[src/hdl/sfd_pkg.sv]
// Constants shared by the discoverable-table / reset / status front end.
// Assumes a mode-0 serial host and a 40 MHz device clock.
package sfd_pkg;

	// ------------------------------------------------------------------
	// Instruction codes
	// ------------------------------------------------------------------
	localparam logic [7:0] OP_RST_EN = 8'h66;
	localparam logic [7:0] OP_RST = 8'h99;
	localparam logic [7:0] OP_VOL_WE = 8'h50;
	localparam logic [7:0] OP_WR_SR = 8'h01;
	localparam logic [7:0] OP_RD_SR = 8'h05;
	localparam logic [7:0] OP_RD_TBL = 8'h5A;
	localparam logic [7:0] OP_QUAD_EN = 8'h38;
	localparam logic [7:0] OP_QUAD_DIS = 8'hFF;

	// ------------------------------------------------------------------
	// Frame layout, counted in bits; dummy length counted in clocks
	// ------------------------------------------------------------------
	localparam logic [5:0] BYTE_BITS = 6'h08;
	localparam logic [5:0] ADDR_BITS = 6'h18;
	localparam logic [5:0] DUMMY_CLKS = 6'h08;
	localparam logic [5:0] STEP_SINGLE = 6'h01;
	localparam logic [5:0] STEP_QUAD = 6'h04;

	// ------------------------------------------------------------------
	// Discoverable table, sixteenth dword, bytes 68h..6Bh low byte first
	// ------------------------------------------------------------------
	localparam logic [7:0] TBL_DW16_BASE = 8'h68;
	localparam logic [7:0] TBL_DW16_LAST = 8'h6B;
	localparam logic [31:0] TBL_DW16 = 32'h80C030E8;
	localparam logic [7:0] TBL_BLANK = 8'hFF;

	// Output lane enables
	localparam logic [3:0] OE_SINGLE = 4'h2;
	localparam logic [3:0] OE_QUAD = 4'hF;

	typedef enum logic [2:0] {
		ST_CMD, ST_ADDR, ST_DUMMY, ST_RDATA, ST_WDATA, ST_DONE
	} sfd_state_t;

endpackage

[src/hdl/sfd_pin_if.sv]
// Carries the synchronised serial pin events from the front end to the core.
// Assumes both ends run on the same device clock.
interface sfd_pin_if;
	logic sclk_rise;
	logic sclk_fall;
	logic cs_act;
	logic cs_end;
	logic [3:0] io;

	modport front (
		output sclk_rise,
		output sclk_fall,
		output cs_act,
		output cs_end,
		output io
	);

	modport core (
		input sclk_rise,
		input sclk_fall,
		input cs_act,
		input cs_end,
		input io
	);
endinterface

[src/hdl/sfd_sync.sv]
// Pin synchroniser and edge finder for the serial clock and chip select.
// Assumes the link clock runs well below a quarter of the device clock.
module sfd_sync import sfd_pkg::*; (
	// Clock and reset
	input wire logic clk,
	input wire logic rst_b,
	// Raw pins
	input wire logic spi_clk,
	input wire logic spi_cs_b,
	input wire logic [3:0] spi_io_i,
	// Events
	sfd_pin_if.front p
);

	logic [5:0] s1_q, s1_d;
	logic [5:0] s2_q, s2_d;
	logic [1:0] s3_q, s3_d;

	// ------------------------------------------------------------------
	// Two flops per pin, a third on clock and select for edges
	// ------------------------------------------------------------------
	always_comb begin
		s1_d = {spi_clk, spi_cs_b, spi_io_i};
		s2_d = s1_q;
		s3_d = s2_q[5:4];
	end

	always_ff @(posedge clk or negedge rst_b) begin
		if (!rst_b) begin
			s1_q <= 6'h10;
			s2_q <= 6'h10;
			s3_q <= 2'h1;
		end else begin
			s1_q <= s1_d;
			s2_q <= s2_d;
			s3_q <= s3_d;
		end
	end

	assign p.sclk_rise = s2_q[5] & ~s3_q[1];
	assign p.sclk_fall = ~s2_q[5] & s3_q[1];
	assign p.cs_act = ~s2_q[4];
	assign p.cs_end = s2_q[4] & ~s3_q[0];
	assign p.io = s2_q[3:0];

endmodule

[src/hdl/sfd_top.sv]
// Serial flash command core: table dword 16, soft reset, volatile status 1.
// Assumes a mode-0 host; nv_sr1 is static logic on the device clock.

// Summary of operation
// - Table bytes 68h..6Bh read E8,30,C0,80
// - Four-byte addressing can never be entered
// - Four-byte addressing has nothing to exit
// - Reset happens only after 66h then 99h
// - Reset pair taken at current wire width
// - Status 1 loads nonvolatile value at power-up
// - Instruction 50h enables volatile-only status write
// - Reset pair also returns to single wire
module sfd_top import sfd_pkg::*; (
	// Clock and reset
	input wire logic clk,
	input wire logic rst_b,
	// Serial pins
	input wire logic spi_clk,
	input wire logic spi_cs_b,
	input wire logic [3:0] spi_io_i,
	output logic [3:0] spi_io_o,
	output logic [3:0] spi_io_oe,
	// Status register 1
	input wire logic [7:0] nv_sr1,
	output logic [7:0] sr1,
	// Mode and reset state
	output logic quad_mode,
	output logic addr_4byte,
	output logic reset_armed,
	output logic soft_reset
);

	sfd_pin_if p ();

	sfd_sync u_sync (
		.clk(clk),
		.rst_b(rst_b),
		.spi_clk(spi_clk),
		.spi_cs_b(spi_cs_b),
		.spi_io_i(spi_io_i),
		.p(p)
	);

	sfd_state_t st_q, st_d;
	logic [5:0] cnt_q, cnt_d;
	logic [7:0] sh_q, sh_d;
	logic [7:0] op_q, op_d;
	logic op_vld_q, op_vld_d;
	logic over_q, over_d;
	logic [23:0] addr_q, addr_d;
	logic [7:0] osh_q, osh_d;
	logic [3:0] ocnt_q, ocnt_d;
	logic [7:0] wr_q, wr_d;
	logic wr_ok_q, wr_ok_d;
	logic [3:0] io_o_q, io_o_d;
	logic [3:0] oe_q, oe_d;
	logic [7:0] sr1_q, sr1_d;
	logic load_q, load_d;
	logic quad_q, quad_d;
	logic addr4_q, addr4_d;
	logic rst_en_q, rst_en_d;
	logic vol_we_q, vol_we_d;
	logic sreset_q, sreset_d;

	logic [5:0] step;
	logic [5:0] cnt_nx;
	logic [7:0] byte_in;
	logic [7:0] fetch;
	logic [7:0] cur;
	logic [7:0] tidx;
	logic [5:0] dummy_bits;

	// ------------------------------------------------------------------
	// Lane width and readback byte
	// ------------------------------------------------------------------
	always_comb begin
		step = quad_q ? STEP_QUAD : STEP_SINGLE;
		cnt_nx = cnt_q + step;
		byte_in = quad_q ? {sh_q[3:0], p.io} : {sh_q[6:0], p.io[0]};
		dummy_bits = quad_q ? 6'(DUMMY_CLKS * STEP_QUAD) : DUMMY_CLKS;
		tidx = addr_q[7:0] - TBL_DW16_BASE;
		if (op_q == OP_RD_SR) begin
			fetch = sr1_q;
		end else if (addr_q[23:8] == 16'h0000 &&
			addr_q[7:0] >= TBL_DW16_BASE &&
			addr_q[7:0] <= TBL_DW16_LAST) begin
			fetch = TBL_DW16[{tidx[1:0], 3'h0} +: 8];
		end else begin
			fetch = TBL_BLANK;
		end
		cur = (ocnt_q == 4'h0) ? fetch : osh_q;
	end

	// ------------------------------------------------------------------
	// Next state
	// ------------------------------------------------------------------
	always_comb begin
		st_d = st_q;
		cnt_d = cnt_q;
		sh_d = sh_q;
		op_d = op_q;
		op_vld_d = op_vld_q;
		over_d = over_q;
		addr_d = addr_q;
		osh_d = osh_q;
		ocnt_d = ocnt_q;
		wr_d = wr_q;
		wr_ok_d = wr_ok_q;
		io_o_d = io_o_q;
		oe_d = oe_q;
		sr1_d = sr1_q;
		load_d = 1'b0;
		quad_d = quad_q;
		addr4_d = 1'b0;
		rst_en_d = rst_en_q;
		vol_we_d = vol_we_q;
		sreset_d = 1'b0;

		// Caught one edge after reset release, never inside the reset
		if (load_q) begin
			sr1_d = nv_sr1;
		end

		if (!p.cs_act) begin
			oe_d = 4'h0;
		end

		if (p.sclk_rise && p.cs_act) begin
			sh_d = byte_in;
			cnt_d = cnt_nx;
			case (st_q)
				ST_CMD: begin
					if (cnt_nx == BYTE_BITS) begin
						op_d = byte_in;
						op_vld_d = 1'b1;
						cnt_d = 6'h00;
						// Four-byte entry and exit codes fall to ST_DONE
						case (byte_in)
							OP_RD_TBL: st_d = ST_ADDR;
							OP_RD_SR: st_d = ST_RDATA;
							OP_WR_SR: st_d = ST_WDATA;
							default: st_d = ST_DONE;
						endcase
					end
				end
				ST_ADDR: begin
					addr_d = quad_q ? {addr_q[19:0], p.io} :
						{addr_q[22:0], p.io[0]};
					if (cnt_nx == ADDR_BITS) begin
						cnt_d = 6'h00;
						st_d = ST_DUMMY;
					end
				end
				ST_DUMMY: begin
					if (cnt_nx == dummy_bits) begin
						cnt_d = 6'h00;
						st_d = ST_RDATA;
					end
				end
				ST_WDATA: begin
					if (cnt_nx == BYTE_BITS) begin
						wr_d = byte_in;
						wr_ok_d = 1'b1;
						cnt_d = 6'h00;
						st_d = ST_DONE;
					end
				end
				ST_RDATA: begin
					cnt_d = 6'h00;
				end
				ST_DONE: begin
					// Extra clocks spoil a one-byte instruction
					over_d = 1'b1;
					cnt_d = 6'h00;
				end
				default: st_d = ST_DONE;
			endcase
		end

		// Data leaves on the falling edge so the host samples on the rise
		if (p.sclk_fall && p.cs_act && st_q == ST_RDATA) begin
			if (quad_q) begin
				io_o_d = cur[7:4];
				oe_d = OE_QUAD;
				osh_d = {cur[3:0], 4'h0};
			end else begin
				io_o_d = {2'b00, cur[7], 1'b0};
				oe_d = OE_SINGLE;
				osh_d = {cur[6:0], 1'b0};
			end
			ocnt_d = ocnt_q + step[3:0];
			if (ocnt_d == BYTE_BITS[3:0]) begin
				ocnt_d = 4'h0;
				addr_d = addr_q + 24'h000001;
			end
		end

		// Nothing acts before select rises; a cut frame can only clear the 66h and 50h enables
		if (p.cs_end) begin
			if (op_vld_q && !over_q && cnt_q == 6'h00) begin
				case (op_q)
					OP_RST_EN: rst_en_d = 1'b1;
					OP_RST: begin
						if (rst_en_q) begin
							quad_d = 1'b0;
							vol_we_d = 1'b0;
							sr1_d = nv_sr1;
							sreset_d = 1'b1;
						end
					end
					OP_VOL_WE: vol_we_d = 1'b1;
					OP_WR_SR: begin
						if (vol_we_q && wr_ok_q) begin
							sr1_d = wr_q;
						end
					end
					OP_QUAD_EN: quad_d = 1'b1;
					OP_QUAD_DIS: quad_d = 1'b0;
					default: quad_d = quad_q;
				endcase
			end
			if (op_vld_q && op_q != OP_RST_EN) begin
				rst_en_d = 1'b0;
			end
			if (op_vld_q && op_q != OP_VOL_WE) begin
				vol_we_d = 1'b0;
			end
			st_d = ST_CMD;
			cnt_d = 6'h00;
			ocnt_d = 4'h0;
			op_vld_d = 1'b0;
			over_d = 1'b0;
			wr_ok_d = 1'b0;
			oe_d = 4'h0;
		end
	end

	// ------------------------------------------------------------------
	// Registers
	// ------------------------------------------------------------------
	always_ff @(posedge clk or negedge rst_b) begin
		if (!rst_b) begin
			st_q <= ST_CMD;
			cnt_q <= 6'h00;
			sh_q <= 8'h00;
			op_q <= 8'h00;
			op_vld_q <= 1'b0;
			over_q <= 1'b0;
			addr_q <= 24'h000000;
			osh_q <= 8'h00;
			ocnt_q <= 4'h0;
			wr_q <= 8'h00;
			wr_ok_q <= 1'b0;
			io_o_q <= 4'h0;
			oe_q <= 4'h0;
			sr1_q <= 8'h00;
			load_q <= 1'b1;
			quad_q <= 1'b0;
			addr4_q <= 1'b0;
			rst_en_q <= 1'b0;
			vol_we_q <= 1'b0;
			sreset_q <= 1'b0;
		end else begin
			st_q <= st_d;
			cnt_q <= cnt_d;
			sh_q <= sh_d;
			op_q <= op_d;
			op_vld_q <= op_vld_d;
			over_q <= over_d;
			addr_q <= addr_d;
			osh_q <= osh_d;
			ocnt_q <= ocnt_d;
			wr_q <= wr_d;
			wr_ok_q <= wr_ok_d;
			io_o_q <= io_o_d;
			oe_q <= oe_d;
			sr1_q <= sr1_d;
			load_q <= load_d;
			quad_q <= quad_d;
			addr4_q <= addr4_d;
			rst_en_q <= rst_en_d;
			vol_we_q <= vol_we_d;
			sreset_q <= sreset_d;
		end
	end

	assign spi_io_o = io_o_q;
	assign spi_io_oe = oe_q;
	assign sr1 = sr1_q;
	assign quad_mode = quad_q;
	assign addr_4byte = addr4_q;
	assign reset_armed = rst_en_q;
	assign soft_reset = sreset_q;

endmodule

[config.mk]
export PLATFORM = sky130hd
export DESIGN_NAME = sfd_top
export DESIGN_NICKNAME = d
export VERILOG_FILES = /design/src/hdl/sfd_pkg.sv /design/src/hdl/sfd_pin_if.sv /design/src/hdl/sfd_sync.sv /design/src/hdl/sfd_top.sv
export SDC_FILE = /design/constraint.sdc
export NUM_CORES = 1
export LEC_CHECK = 0
export ABC_AREA = 1
export BUFFER_PORTS_ARGS = -buffer_cell sky130_fd_sc_hd__buf_2
export CAP_MARGIN = 20
export CORE_UTILIZATION = 55
export DETAILED_ROUTE_END_ITERATION = 8
export GPL_ROUTABILITY_DRIVEN = 1
export PLACE_DENSITY = 0.76
export REMOVE_ABC_BUFFERS = 1
export SLEW_MARGIN = 15
export SYNTH_ARGS = -nofsm -noshare
export SYNTH_HDL_FRONTEND = slang
export SYNTH_SLANG_ARGS = --single-unit
[constraint.sdc]
create_clock -name clk -period 2.05 [get_ports clk]
set_clock_uncertainty 0.15 [all_clocks]
set_input_delay 0.1025 -clock clk [delete_from_list [all_inputs] [get_ports clk]]
set_output_delay 0.1025 -clock clk [all_outputs]
set_load 0.02 [all_outputs]
==> impl_metrics.csv <==
group,metric,value,unit
hold_path,hold_path.class,"input pin to asynchronous set/reset pin",
global_routing,grt_pass1_wl,26100,µm
pwr,switching_share,0.266,
yosys,seq_area_frac_synth,0.413,
setup_path,crit_path_end_kind,"flip-flop",
run,max_cap_viol_count,0,
cts,cts_made_buffers,9,
global_routing,grtUsageTotal,0.288,
setup_path,cp.required,2.18,ns
cells_and_area,final_util,0.703,
pwr,p_sw,1.13,mW
yosys,synth_area,0.00625,mm²
floorplanning,ioPinCount,36,
setup_path,cp.arrival,2.34,ns
floorplanning,row_count,38,
sta,period_share,1.08,
routing,vias_per_cell,5.56,
setup_path,rr_worst_depth,12,
sta,drv_slew,0,
status,violations,"negative setup slack",
yosys,syn_inst,827,
pwr,finalPower,4.25,mW
setup_path,r2r_end,"st_q[1]",
cts,clkLatencyLatePin,0.36,ns
floorplanning,start_util,0.572,
sta,relSlewSlack,0.615,
pwr,p_comb_frac,0.115,
cts,clk_pin_slew_worst_paths,0.07,ns
routing,ant_nets,0,
floorplanning,die-area,0.0118,mm²
global_routing,antenna_found_initial,0,
placement,dp.cells,1022,
setup_path,path_max_fanout,4,
routing,wire_per_inst,15.4,µm
sta,clock.fmax,0.452,GHz
setup_path,crit_start,"quad_mode",
cts,cts_sinks,103,
placement,hpwl,11200,µm
cells_and_area,final_cell_mix,"nand2_1 (216), dfrtp_1 (97), inv_1 (96)",
pwr,seqPwrFrac,0.506,
cells_and_area,syn2layout_area_growth,23.0,%
cells_and_area,regArea,0.00258,mm²
yosys,synthArstFlopShare,1.00,
yosys,syn_area_per_cell,7.56,µm²
sta,rsz0062_at_grt,"yes",
setup_path,cp-endpoint,"st_q[1]",
floorplanning,core,0.0109,mm²
routing,wirelength,16500,µm
sta,finalSetupTns,-4.68,ns
cells_and_area,antenna_cells,0,
pwr,ir_drop,0.000621,V
sta,layout_setup_ws,-0.162,ns
global_routing,grt_overflow,0,
sta,hold_viol,0,
pwr,power_leakage,3.45,nW
cts,htree_levels,3,
cells_and_area,fin_cells,1066,
cells_and_area,final_common_cell,"nand2_1",
sta,layout_min_cycle_time,2.21,ns
pwr,p_clk_frac,0.379,
pwr,power.density,553,mW/mm²
setup_path,rrSetupSlack,-0.16,ns
global_routing,grt_pass1_vias,5483,
cells_and_area,final_nets,948,
sta,setup_violations,47,
yosys,synth_edf_count,0,
placement,gp_congestion,0.933,
cts,clock_path_buffers,2,
pwr,internal-power,3.12,mW
routing,vias,5923,
floorplanning,die_w,109,µm
yosys,yosysUniqueCellTypes,48,
global_routing,grt_start_max_net_pins,104,
setup_path,worst-setup-path-type,"flip-flop to flip-flop",
yosys,ys_ff_latch,103,
cells_and_area,multi_input_area,0.00339,mm²
floorplanning,fp.dieH,109,µm
setup_path,reg2reg_from,"quad_mode",
placement,dp_slack,-0.201,ns
yosys,synth_flop_cell,"dfrtp_1",
setup_path,start_kind,"flip-flop",
yosys,synth-warning-count,0,
status,status,"finished, violations left",
routing,drtIter0Drc,615,
cts,tritoncts,"yes",
sta,tightest_slew,0.577,ns
cells_and_area,num-fill-cells,852,
routing,drc,0,
routing,firstDrtPassIters,5,
cts,cts-root-buf,"clkbuf_16",
cells_and_area,layout-drive-gt1-share,0.233,
placement,portBuffers,34,
[flip-flops by register name, summed over array words and instances, names as in the netlist, 7 cells and up]
signal  cells
addr_q     24
op_q        8
sr1         8
wr_q        8
osh_q       7
sh_q        7
[power groups by stage]
| stage | Sequential (mW) | Clock (mW) | Combinational, mW |
|---|---|---|---|
| final | 2.15 | 1.61 | 0.487 |
| after global routing | 2.16 | 1.71 | 0.540 |
| after CTS | 2.15 | 1.64 | 0.479 |
| after detailed placement | 2.19 | 0 | 0.438 |
| after global placement | 2.18 | 0 | 0.424 |
| after floorplan | 2.19 | 0 | 0.195 |
[how the worst min path moves through the flow]
stage / start / to / slack [ns]
after floorplan: rst_b / addr_q[0] / -0.34
after global placement: rst_b / addr_q[13] / 0.06
after detailed placement: spi_cs_b / u_sync.s1_q[4] / 0.06
after CTS: u_sync.s1_q[2] / u_sync.s2_q[2] / 0.20
after global routing: u_sync.s1_q[2] / u_sync.s2_q[2] / 0.21
final: rst_b / addr_q[7] / 0.17
[layout make-up]
cell class                 instances  share of cell area
sequential                       103               0.336
clock inverter                     6             0.00586
tap                              140              0.0228
timing repair buffer             110               0.112
multi-input combinational        591               0.440
inverter                         106              0.0531
clock buffer                      10              0.0298
[through the flow]
step,hold WS (ns),instance area [µm²]
floorplan,-0.343,6070
global placement,0.0589,6850
detailed placement,0.0587,6850
CTS,0.201,7510
global route,0.211,7690
finish,0.174,7690
[critical path, stage by stage (launching register included)]
cell,delay (ns)
dfrtp_2,0.45
buf_6,0.13
ha_4,0.31
nand3_4,0.10
nand3_4,0.09
nand2_4,0.07
nor2_4,0.15
nand3_4,0.14
a21oi_4,0.21
inv_2,0.07
nor2_4,0.11
nor2_1,0.05
nor2_1,0.12
[routing by layer]
metal  up-vias  routed length, µm  track usage
met5         -                  0            0
met2       210               7890        0.468
met1      2787               7130        0.381
met4         0                448        0.115
met3        40                989       0.0512
li1       2886                  -            -
[synthesized netlist by cell type (5+ instances only)]
| master | instances | area share |
|---|---|---|
| o21ai_0 | 83 | 0.066 |
| o21ai_1 | 25 | 0.020 |
| dfrtp_1 | 99 | 0.40 |
| a21oi_1 | 8 | 0.0064 |
| o211ai_1 | 11 | 0.013 |
| nand4_1 | 14 | 0.014 |
| clkbuf_1 | 7 | 0.0042 |
| inv_2 | 5 | 0.0030 |
| nand3_1 | 62 | 0.050 |
| xor2_1 | 21 | 0.029 |
| nand3_2 | 5 | 0.0080 |
| buf_2 | 10 | 0.0080 |
| o21ai_2 | 11 | 0.015 |
| nor3_1 | 10 | 0.0080 |
| ha_1 | 11 | 0.022 |
| inv_1 | 99 | 0.059 |
| nand2_1 | 233 | 0.14 |
| buf_6 | 5 | 0.0090 |
| nor2_4 | 5 | 0.0090 |
| buf_4 | 6 | 0.0072 |
| nor2_1 | 50 | 0.030 |
[timing repair]
item,CTS,global route
hold buffers,15,0
pin swaps,13,15
setup buffers,7,4
hold endpoints to repair,113,0
endpoints found under the setup margin,49,60
resized for setup,43,32
cloned,0,2
[kinds of logic (layout without fill, tap and decap cells)]
group                      Yosys count  after routing  synth area share
muxes                                2              2           0.00360
DFF                                103            103             0.413
AOI/OAI and AO/OA                  152            152             0.140
other                                1              2          0.000600
and+or+nand+nor                    399            400             0.294
xor gates and xnor gates            24             24            0.0336
adders and majority gates           11             11            0.0220
buffers and inverters              135            232            0.0931
No activity file was read; power rests on OpenSTA's default activity.
